[src/sifd_consts.svh]
// Constants for the servo input function decoder.
// Assumes inclusion by bare name; definitions only.
`ifndef SIFD_CONSTS_SVH
`define SIFD_CONSTS_SVH
// ----------------------------------------
// Function codes
// ----------------------------------------
`define SIFD_FC_W        6
`define SIFD_FC_NONE     6'h00
`define SIFD_FC_RSV8     6'h08
`define SIFD_FC_TRQLIM   6'h09
`define SIFD_FC_SPDLIM   6'h0A
`define SIFD_FC_GEARSEL  6'h0B
`define SIFD_FC_RSV12    6'h0C
`define SIFD_FC_RSV13    6'h0D
`define SIFD_FC_SPDB0    6'h0E
`define SIFD_FC_SPDB1    6'h0F
// ----------------------------------------
// Limits and zero command
// ----------------------------------------
`define SIFD_PRESET_MAX  16'sh1388
`define SIFD_PRESET_MIN  -16'sh1388
`define SIFD_CMD_ZERO    16'sh0000
`endif

[src/sifd_pkg.sv]
// Types for the servo input function decoder.
// Assumes no other package.
package sifd_pkg;
  // Control mode of the drive
  typedef enum logic [1:0] {
    SIFD_MODE_POS = 2'b00,
    SIFD_MODE_SPD = 2'b01,
    SIFD_MODE_TRQ = 2'b10
  } sifd_mode_e;
  // Speed command source after selection
  typedef enum logic [2:0] {
    SIFD_SRC_ANALOG = 3'b000,
    SIFD_SRC_ZERO   = 3'b001,
    SIFD_SRC_P2     = 3'b010,
    SIFD_SRC_P3     = 3'b011,
    SIFD_SRC_P4     = 3'b100
  } sifd_src_e;
endpackage : sifd_pkg

[src/sifd_clamp.sv]
// Saturating clamp of a signed preset speed to the preset range.
// Assumes a signed value in rpm at the top-level width.
`timescale 1ns/1ps
`include "sifd_consts.svh"
module sifd_clamp #(
  parameter int W = 16
) (
  // Value in and out
  input  wire logic signed [W-1:0] val_i,
  output wire logic signed [W-1:0] val_o
);
  // Limit to the preset span
  assign val_o = (val_i > W'(`SIFD_PRESET_MAX)) ? W'(`SIFD_PRESET_MAX) :
                 (val_i < W'(`SIFD_PRESET_MIN)) ? W'(`SIFD_PRESET_MIN) : val_i;
endmodule : sifd_clamp

[src/sifd_decoder.sv]
// Decoder of general input function codes for a servo drive.
// Assumes inputs synchronous to sys_clk_i and debounced outside.
`timescale 1ns/1ps
`include "sifd_consts.svh"
module sifd_decoder #(
  parameter int N_IN = 6,
  parameter int W    = 16
) (
  // Clock, reset, enable
  input  wire logic                  sys_clk_i,
  input  wire logic                  rst_i,
  input  wire logic                  clk_en_i,
  // Discrete inputs and their function assignments
  input  wire logic [N_IN-1:0]       di_level_i,
  input  wire logic [N_IN*6-1:0]     input_function_assignment_i,
  // Mode
  input  wire sifd_pkg::sifd_mode_e  mode_i,
  input  wire logic                  zero_speed_submode_i,
  // Limit sources
  input  wire logic                  trq_lim_src_analog_i,
  input  wire logic signed [W-1:0]   trq_lim_param_i,
  input  wire logic                  spd_lim_src_analog_i,
  input  wire logic signed [W-1:0]   spd_lim_param_i,
  input  wire logic signed [W-1:0]   analog_ref_i,
  // Gear numerators
  input  wire logic [W-1:0]          first_numerator_setting_i,
  input  wire logic [W-1:0]          second_numerator_setting_i,
  // Speed presets
  input  wire logic signed [W-1:0]   preset_speed_two_i,
  input  wire logic signed [W-1:0]   preset_speed_three_i,
  input  wire logic signed [W-1:0]   preset_speed_four_i,
  // Decoded outputs
  output logic                       torque_limit_on_o,
  output logic signed [W-1:0]        torque_limit_o,
  output logic                       speed_limit_on_o,
  output logic signed [W-1:0]        speed_limit_o,
  output logic [W-1:0]               gear_numerator_o,
  output logic [1:0]                 speed_select_o,
  output logic [2:0]                 speed_src_o,
  output logic signed [W-1:0]        speed_cmd_o
);

  // ----------------------------------------
  // Function decode
  // ----------------------------------------
  // True when input i carries code fc and is active
  function automatic logic fn_active(input logic [N_IN*6-1:0] asg, input logic [N_IN-1:0] lvl,
                                     input logic [5:0] fc);
    logic hit;
    hit = 1'b0;
    for (int i = 0; i < N_IN; i++) begin
      if (fc != `SIFD_FC_NONE && asg[i*`SIFD_FC_W +: `SIFD_FC_W] == fc && lvl[i]) begin
        hit = 1'b1;
      end
    end
    return hit;
  endfunction : fn_active

  // reserved codes are never decoded, so they do nothing
  wire logic torque_limit_enable_in   = fn_active(input_function_assignment_i, di_level_i, `SIFD_FC_TRQLIM);
  wire logic speed_limit_enable_in    = fn_active(input_function_assignment_i, di_level_i, `SIFD_FC_SPDLIM);
  wire logic gear_numerator_select_in = fn_active(input_function_assignment_i, di_level_i, `SIFD_FC_GEARSEL);
  wire logic speed_select_bit0        = fn_active(input_function_assignment_i, di_level_i, `SIFD_FC_SPDB0);
  wire logic speed_select_bit1        = fn_active(input_function_assignment_i, di_level_i, `SIFD_FC_SPDB1);

  // ----------------------------------------
  // Command selection
  // ----------------------------------------
  // torque limit only in position or speed mode
  wire logic trq_on_d = torque_limit_enable_in && (mode_i != sifd_pkg::SIFD_MODE_TRQ);
  // speed limit only in torque mode
  wire logic spd_on_d = speed_limit_enable_in && (mode_i == sifd_pkg::SIFD_MODE_TRQ);
  wire logic signed [W-1:0] trq_val_d = trq_lim_src_analog_i ? analog_ref_i : trq_lim_param_i;
  wire logic signed [W-1:0] spd_val_d = spd_lim_src_analog_i ? analog_ref_i : spd_lim_param_i;
  // gear numerator in position mode; other modes hold the first
  wire logic [W-1:0] gear_d = (gear_numerator_select_in && mode_i == sifd_pkg::SIFD_MODE_POS)
                              ? second_numerator_setting_i : first_numerator_setting_i;
  wire logic [1:0] sel_d = {speed_select_bit1, speed_select_bit0};

  // Presets clamped once each; a generate keeps the three paths alike
  wire logic signed [W-1:0] preset_raw [3];
  wire logic signed [W-1:0] preset_lim [3];
  assign preset_raw[0] = preset_speed_two_i;
  assign preset_raw[1] = preset_speed_three_i;
  assign preset_raw[2] = preset_speed_four_i;
  for (genvar g = 0; g < 3; g++) begin : g_clamp
    sifd_clamp #(.W(W)) u_clamp (
      .val_i (preset_raw[g]),
      .val_o (preset_lim[g])
    );
  end

  // selector 00 normal takes the analog reference
  // selector 00 zero-speed submode forces zero
  wire sifd_pkg::sifd_src_e src_d =
      (sel_d == 2'h0) ? (zero_speed_submode_i ? sifd_pkg::SIFD_SRC_ZERO : sifd_pkg::SIFD_SRC_ANALOG) :
      (sel_d == 2'h1) ? sifd_pkg::SIFD_SRC_P2 :
      (sel_d == 2'h2) ? sifd_pkg::SIFD_SRC_P3 : sifd_pkg::SIFD_SRC_P4;
  logic signed [W-1:0] cmd_d;
  always_comb begin
    case (src_d)
      sifd_pkg::SIFD_SRC_ANALOG: cmd_d = analog_ref_i;
      sifd_pkg::SIFD_SRC_ZERO:   cmd_d = W'(`SIFD_CMD_ZERO);
      sifd_pkg::SIFD_SRC_P2:     cmd_d = preset_lim[0];
      sifd_pkg::SIFD_SRC_P3:     cmd_d = preset_lim[1];
      sifd_pkg::SIFD_SRC_P4:     cmd_d = preset_lim[2];
      default:                   cmd_d = W'(`SIFD_CMD_ZERO);
    endcase
  end

  // ----------------------------------------
  // Output registers
  // ----------------------------------------
  // One cycle of latency so every output comes from a flop
  always_ff @(posedge sys_clk_i) begin
    if (rst_i) begin
      torque_limit_on_o <= 1'b0;
      torque_limit_o    <= '0;
      speed_limit_on_o  <= 1'b0;
      speed_limit_o     <= '0;
      gear_numerator_o  <= '0;
      speed_select_o    <= 2'h0;
      speed_src_o       <= 3'h0;
      speed_cmd_o       <= '0;
    end else if (clk_en_i) begin
      torque_limit_on_o <= trq_on_d;
      torque_limit_o    <= trq_on_d ? trq_val_d : W'(`SIFD_CMD_ZERO);
      speed_limit_on_o  <= spd_on_d;
      speed_limit_o     <= spd_on_d ? spd_val_d : W'(`SIFD_CMD_ZERO);
      gear_numerator_o  <= gear_d;
      speed_select_o    <= sel_d;
      speed_src_o       <= src_d;
      speed_cmd_o       <= cmd_d;
    end
  end
endmodule : sifd_decoder

[config.mk]
export PLATFORM = sky130hd
export DESIGN_NAME = sifd_decoder
export DESIGN_NICKNAME = d
export VERILOG_FILES = /design/src/sifd_pkg.sv /design/src/sifd_clamp.sv /design/src/sifd_decoder.sv
export VERILOG_INCLUDE_DIRS = /design/src
export SDC_FILE = /design/constraint.sdc
export NUM_CORES = 1
export LEC_CHECK = 0
export ABC_AREA = 1
export BUFFER_PORTS_ARGS = -buffer_cell sky130_fd_sc_hd__buf_2
export CAP_MARGIN = 15
export CORE_MARGIN = 4
export CORE_UTILIZATION = 39
export CTS_CLUSTER_SIZE = 10
export DETAILED_ROUTE_END_ITERATION = 8
export GPL_TIMING_DRIVEN = 0
export HOLD_SLACK_MARGIN = 0.06
export PLACE_DENSITY_LB_ADDON = 0.15
export SLEW_MARGIN = 40
export SYNTH_ARGS = -nofsm -noshare
export SYNTH_HDL_FRONTEND = slang
export SYNTH_SLANG_ARGS = --single-unit
[constraint.sdc]
create_clock -name sys_clk_i -period 2.3 [get_ports sys_clk_i]
set_input_delay 0.575 -clock sys_clk_i [delete_from_list [all_inputs] [get_ports sys_clk_i]]
set_output_delay 0.575 -clock sys_clk_i [all_outputs]
set_load 0.02 [all_outputs]
# Word-level counts from Yosys, hierarchy flattened
# Index checks and enable logic that the tools add are counted.
totals:
  out_inout_bits: 71
  regBits: 71
  input_bits: 178
  word_cells: 133
classes:
  eq_ne: 37
  magnitude_cmp: 6
  n_mux: 46
  reduce_logical: 36
ops:
  columns: ["cell", "count"]
  rows:
  - ["$eq 6x4->1 const B", 30]
  - ["$mux 16", 11]
  - ["$pmux 16 s4", 1]
  - ["$gt 16x14->1 const B", 3]
  - ["$lt 16x14->1 const B", 3]
  - ["$logic_and 1x1->1", 33]
  - ["$mux 1", 31]
  - ["$mux 3", 3]
  - ["$eq 3x2->1 const B", 2]
  - ["$eq 2x2->1 const B", 2]
  - ["$logic_not 2->1", 2]
  - ["$eq 3x3->1 const B", 1]
  - ["$logic_not 3->1", 1]
  - ["$eq 2x1->1 const B", 1]
  - ["$ne 2x2->1 const B", 1]

# Longest topological paths before layout
depth:
  depth_word: 14
  mapped_depth: 21
  ltp_nobuf: 20

# Modules after synthesis
# Synthesis repeated with hierarchy kept, for this count alone.
hier_totals:
  hier_cells: 875
  area_unflattened_um2: 5230.0
modules_own_cells:
  columns: ["module", "seq_area_each_um2", "area_each_um2", "cells_per_inst", "n_inst"]
  rows:
  - ["sifd_decoder", 1421.4, 4201.5, 626, 1]
  - ["sifd_clamp", 0.0, 342.8, 83, 3]

# Least setup slack after synthesis
# Ideal clock, no wire load.
synth_path:
  kind: "input-to-reg"
  startpoint: "in input_function_assignment_i[17]"
  endpoint: "reg speed_cmd_o[12]"
  t_arrival_ns: 2.401
  setup_time_ns: 0.070
  stages: 16
  path_slack_ns: -0.172
  n_path_buf: 1
  required_time_ns: 2.230
  cell_sequence: "nor2_1 > nand3_1 > o221a_2 > nand2_1 > inv_1 > ha_1 > nor2_1 > nand2_2 > buf_6 > inv_2 > nand4_2 > nand2_1 > inv_1 > nand3_1 > nand2_1 > a21oi_1"
synth_via:
  elab_chain_cells: 12
  elab_cells_between_ends: 23
  classes_between: "eq/ne: 7; mux: 12; reduce/logical: 4"
synth_lines:
  columns: ["item", "line", "source"]
  rows:
  - ["start, declared", "sifd_decoder.sv:15", "input wire logic [N_IN*6-1:0] input_function_assignment_i,"]
  - ["$eq 6x4->1 (*)", "sifd_decoder.sv:52", "if (fc != `SIFD_FC_NONE && asg[i*`SIFD_FC_W +: `SIFD_FC_W] == fc && lvl[i]) begin"]
  - ["$logic_and 1x1->1 (*)", "sifd_decoder.sv:52", null]
  - ["$mux 1 (*) (4 in series)", "sifd_decoder.sv:52", null]
  - ["via speed_select_bit0", "sifd_decoder.sv:63", "wire logic speed_select_bit0 = fn_active(input_function_assignment_i, di_level_i, `SIFD_FC_SPDB0);"]
  - ["$eq 2x2->1", "sifd_decoder.sv:98", "(sel_d == 2'h2) ? sifd_pkg::SIFD_SRC_P3 : sifd_pkg::SIFD_SRC_P4;"]
  - ["$mux 3", "sifd_decoder.sv:98", null]
  - ["$mux 3", "sifd_decoder.sv:97", "(sel_d == 2'h1) ? sifd_pkg::SIFD_SRC_P2 :"]
  - ["$mux 3 (*)", "sifd_decoder.sv:96", "(sel_d == 2'h0) ? (zero_speed_submode_i ? sifd_pkg::SIFD_SRC_ZERO : sifd_pkg::SIFD_SRC_ANALOG) :"]
  - ["$eq 3x3->1, or another cell as far along", "sifd_decoder.sv:101", "case (src_d)"]
  - ["$pmux 16 s4 (*)", "sifd_decoder.sv:101", null]
  - ["end signal, assigned", "sifd_decoder.sv:133", "speed_cmd_o <= cmd_d;"]
  - ["end, declared", "sifd_decoder.sv:40", "output logic signed [W-1:0] speed_cmd_o"]
# The timed path passes the listed nets; every way through them passes the cells marked *.
# A chain may end at the register's enable or synchronous reset.

# Final worst setup path
layout_path:
  startpoint: "in input_function_assignment_i[18]"
  endpoint: "reg speed_cmd_o[3]"
layout_via:
  elab_chain_cells: 11
  elab_cells_between_ends: 21
  classes_between: "eq/ne: 7; mux: 10; reduce/logical: 4"
layout_lines:
  columns: ["item", "line"]
  rows:
  - ["$eq 6x4->1 (*)", "sifd_decoder.sv:52"]
  - ["$logic_and 1x1->1 (*)", "sifd_decoder.sv:52"]
  - ["$mux 1 (*) (3 in series)", "sifd_decoder.sv:52"]
  - ["via speed_select_bit0", "sifd_decoder.sv:63"]
  - ["$eq 2x2->1", "sifd_decoder.sv:98"]
  - ["$mux 3", "sifd_decoder.sv:98"]
  - ["$mux 3", "sifd_decoder.sv:97"]
  - ["$mux 3 (*)", "sifd_decoder.sv:96"]
  - ["$eq 3x3->1, or another cell as far along", "sifd_decoder.sv:101"]
  - ["$pmux 16 s4 (*)", "sifd_decoder.sv:101"]
# Marked as above.

==> key figures <==
Synth
  • Post-Syn Nets: 961
  • YS warnings: 0
  • Netlist cell types: 38
  • Synth Area per Inst: 6.38 um2
  • Sequential element share of the synthesized area: 28.7%
  • Post-Synthesis Cells: 777
  • Area of the mapped netlist: 0.00496 mm2
  • #FFs+latches synth: 71

Floorplanning
  • FP Rows: 40
  • Area of the core: 0.0122 mm2
  • Die width: 121 um
  • Die ar.: 0.0146 mm2
  • Starting density of the core: 40.6%
  • I/O Pins: 249
  • DIE HEIGHT: 121 um

Final layout
  • Layout cells sized above 1: 39.3%
  • P&R area growth vs syn: 45.4%
  • FILL cells: 1294
  • Post-layout nets: 1228
  • Ant diodes: 0
  • Multi-input logic area: 0.00337 mm2
  • Most frequent cells in the layout: buf_2, nand2_1, nand3_1
  • Non-Filler Cell Area, Final: 0.00721 mm2
  • FF/Latch Area: 0.00142 mm2
  • Most common cell after layout, fill and taps aside: buf_2

Pwr
  • Max VDD drop: 0.365 mV
  • P_leak: 3.52 nW
  • Cell Pwr Density: 497 mW/mm2

CTS
  • TritonCTS clock tree: built
  • Clock latency on the worst-skew pair: 0.32 ns
  • Clock root cell: clkbuf_16
  • Clock transition at path regs: 0.06 ns
  • CTS max path bufs: 2
  • Cts bufs inserted: 9
  • Clock sinks: 71
  • Htree depth: 3

Critical path
  • R2R depth: 4
  • Slowest CP cell: o221a_4
  • Crit path largest cell delay: 0.16 ns
  • CP max FO: 4
  • Req. time, crit path: 2.48 ns
  • Worst setup EP type: flip-flop
  • Crit path cell chain: buf_6 -> inv_2 -> nand2_2 -> nor2_4 -> nand4_1 -> o221a_4 -> nand2_4 -> inv_4 -> ha_4 -> inv_2 -> nand2_2 -> nand2_4 -> nor2_4 -> o21ai_0 -> nand2_1 -> nor2_1 -> nand3_1 -> o21ai_2 -> a21oi_1
  • R2R Setup Slk: 1.61 ns
  • Reg-to-Reg Start: speed_src_o[0]
  • FF-to-FF End: speed_src_o[0]
  • CP startpoint kind: primary input
  • WS Path Type: in -> reg
  • Crit path DAT: 2.49 ns

Route
  • WL/cell: 14.9 um
  • Via count: 6031
  • Vias per std cell: 4.96
  • 1st-iter DRT viols: 357
  • DRC violations left: 0
  • Drt total wl: 18200 um
  • DR pass1 iterations: 5
  • Antenna Violating Nets Remaining: 0

Global routing
  • First-pass GRT wire length: 28300 um
  • Pin count of the biggest net entering global routing: 12
  • Initial antenna violation count: 1
  • All-layer global routing usage: 24.1%
  • Vias in the first global route: 5902
  • Remaining global-route overflow: 0

Timing
  • Final hold violations: 0
  • Max-slew violation count: 0
  • Clk_skew: 0 ns
  • Setup ws final: -0.0100 ns
  • Count of final setup violators: 1
  • Slew margin rel.: 62.0%
  • RSZ-0062 raised after global routing: yes
  • Tcrit/Tclk final: 100%
  • Slew @ Worst Pin: 0.569 ns
  • Minimum clock period: 2.31 ns
  • Fmax: 0.433 GHz
  • Setup tns final: -0.0100 ns

Placed design
  • Placed cell area: 0.00647 mm2
  • GPL Wtd Cong: 0.918
  • Final HPWL DP: 14800 um
  • Port Buf Inserts: 245

Min path
  • Min-Delay Endpoint: torque_limit_o[2]
  • Hold depth: 2
  • HP Class: reg -> reg
  • Hold path start: torque_limit_o[2]

Outcome
  • Failing checks: negative setup slack
  • Status: finished with violations

Flow run
  • MaxCap Viol Count: 0
sequential cells by signal, summed over array words and instances (netlist names):
register and flops:
gear_numerator_o 16, speed_cmd_o 16, speed_limit_o 16, torque_limit_o 16
speed_src_o 3, speed_select_o 2, speed_limit_on_o 1, torque_limit_on_o 1
critical path: cells and delay by family:
kind / cells / cell delay (ns)
AOI/OAI and AO/OA: 4 / 0.50
adders and majority gates: 1 / 0.16
buffers and inverters: 4 / 0.25
and+or+nand+nor: 10 / 0.99
kinds of logic (layout without fill, tap and decap cells):
family,after synthesis,in the layout,share of synthesized area [%]
DFF,71,71,28.7
AOI/OAI and AO/OA,108,108,11.5
adders and majority gates,6,6,1.51
buffers and inverters,114,386,9.69
muxes,32,32,7.27
and+or+nand+nor,446,446,41.4
synthesized netlist by cell type:
master    instances  area (um2)
mux2_2           32         360
nand3_2           3        30.0
ha_1              6        75.1
nor3_4            1        16.3
o21ai_1           4        20.0
a21boi_0          1        7.51
o22ai_1           1        6.26
and3_1            3        18.8
nand3_4           1        17.5
buf_4             4        30.0
nand2_2           3        18.8
inv_2             4        15.0
o221a_2           1        11.3
nor4_1            2        12.5
a21oi_2           1        8.76
inv_1            74         278
buf_6             3        33.8
nand2_4           1        11.3
nand2_1         203         762
buf_2            12        60.1
clkbuf_1         17        63.8
nand4_2           2        25.0
dfxtp_1          71        1420
a31oi_1           2        12.5
nand3b_1         20         150
nor2_4            1        11.3
nor2_2            9        56.3
nand4_1          17         106
a211oi_1          2        15.0
o41ai_1           1        8.76
or2_2             4        25.0
nor3_1           14        70.1
nand3_1          87         435
o22a_1            1        8.76
nor2_1           74         278
a21oi_1          86         430
o21ai_0           8        40.0
and2_0            1        6.26
power breakdown:
part,internal (mW),leakage [nW],switching [mW]
clock network,1.01,0.160,0.492
logic,0.334,2.78,0.464
registers,1.26,0.577,0.0179
total,2.61,3.52,0.974
stage by stage:
step | setup slack, ns | hold WS (ns) | util, % | instances | power (mW)
finish | -0.0100 | 0.459 | 59.0 | 1217 | 3.58
floorplan | -0.00556 | 0.541 | - | 777 | 1.71
CTS | -0.0151 | 0.462 | 56.8 | 1214 | 3.57
global placement | -0.656 | 0.449 | 53.0 | 1190 | 2.04
detailed placement | -0.633 | 0.453 | 53.0 | 1190 | 2.04
global route | -0.133 | 0.478 | 59.0 | 1217 | 3.76
repair_timing:
| item | CTS | global route |
|---|---|---|
| setup endpoints to repair | 16 | 16 |
| pin swaps | 17 | 35 |
| buffers inserted | 8 | 3 |
| resized for setup | 24 | 61 |
| hold buffers | 0 | 0 |
| endpoints found under the hold margin | 0 | 0 |
routing by layer:
| metal | track usage [%] | part of all wire, % | wire length, um | vias up |
|---|---|---|---|---|
| met5 | 0 | 0.072 | 13 | - |
| met4 | 5.17 | 1.6 | 291 | 2 |
| met3 | 7.11 | 7.6 | 1390 | 25 |
| met2 | 42.9 | 50 | 9060 | 195 |
| met1 | 28.5 | 41 | 7420 | 2709 |
| li1 | - | - | - | 3100 |
layout make-up:
cell class              count  area share [%]
plain buffers              36            2.69
clock buffers              13            3.61
clock inverters             3           0.903
inverters                  78            4.17
multi-input cells         592            46.8
flip-flops and latches     71            19.7
well taps                 168            2.92
repair buffers            256            19.2
how the worst max path moves through the flow:
stage / startpoint / to / slack [ns] / cells past startpoint
after floorplan: input_function_assignment_i[11] / speed_cmd_o[3] / -0.006 / 19
after global placement: input_function_assignment_i[11] / speed_cmd_o[0] / -0.66 / 18
after detailed placement: input_function_assignment_i[11] / speed_cmd_o[0] / -0.63 / 18
after CTS: input_function_assignment_i[17] / speed_cmd_o[3] / -0.02 / 18
after global routing: input_function_assignment_i[29] / speed_cmd_o[7] / -0.13 / 20
final: input_function_assignment_i[18] / speed_cmd_o[3] / -0.01 / 19
Note: power is estimated with default switching activity, not from simulation.
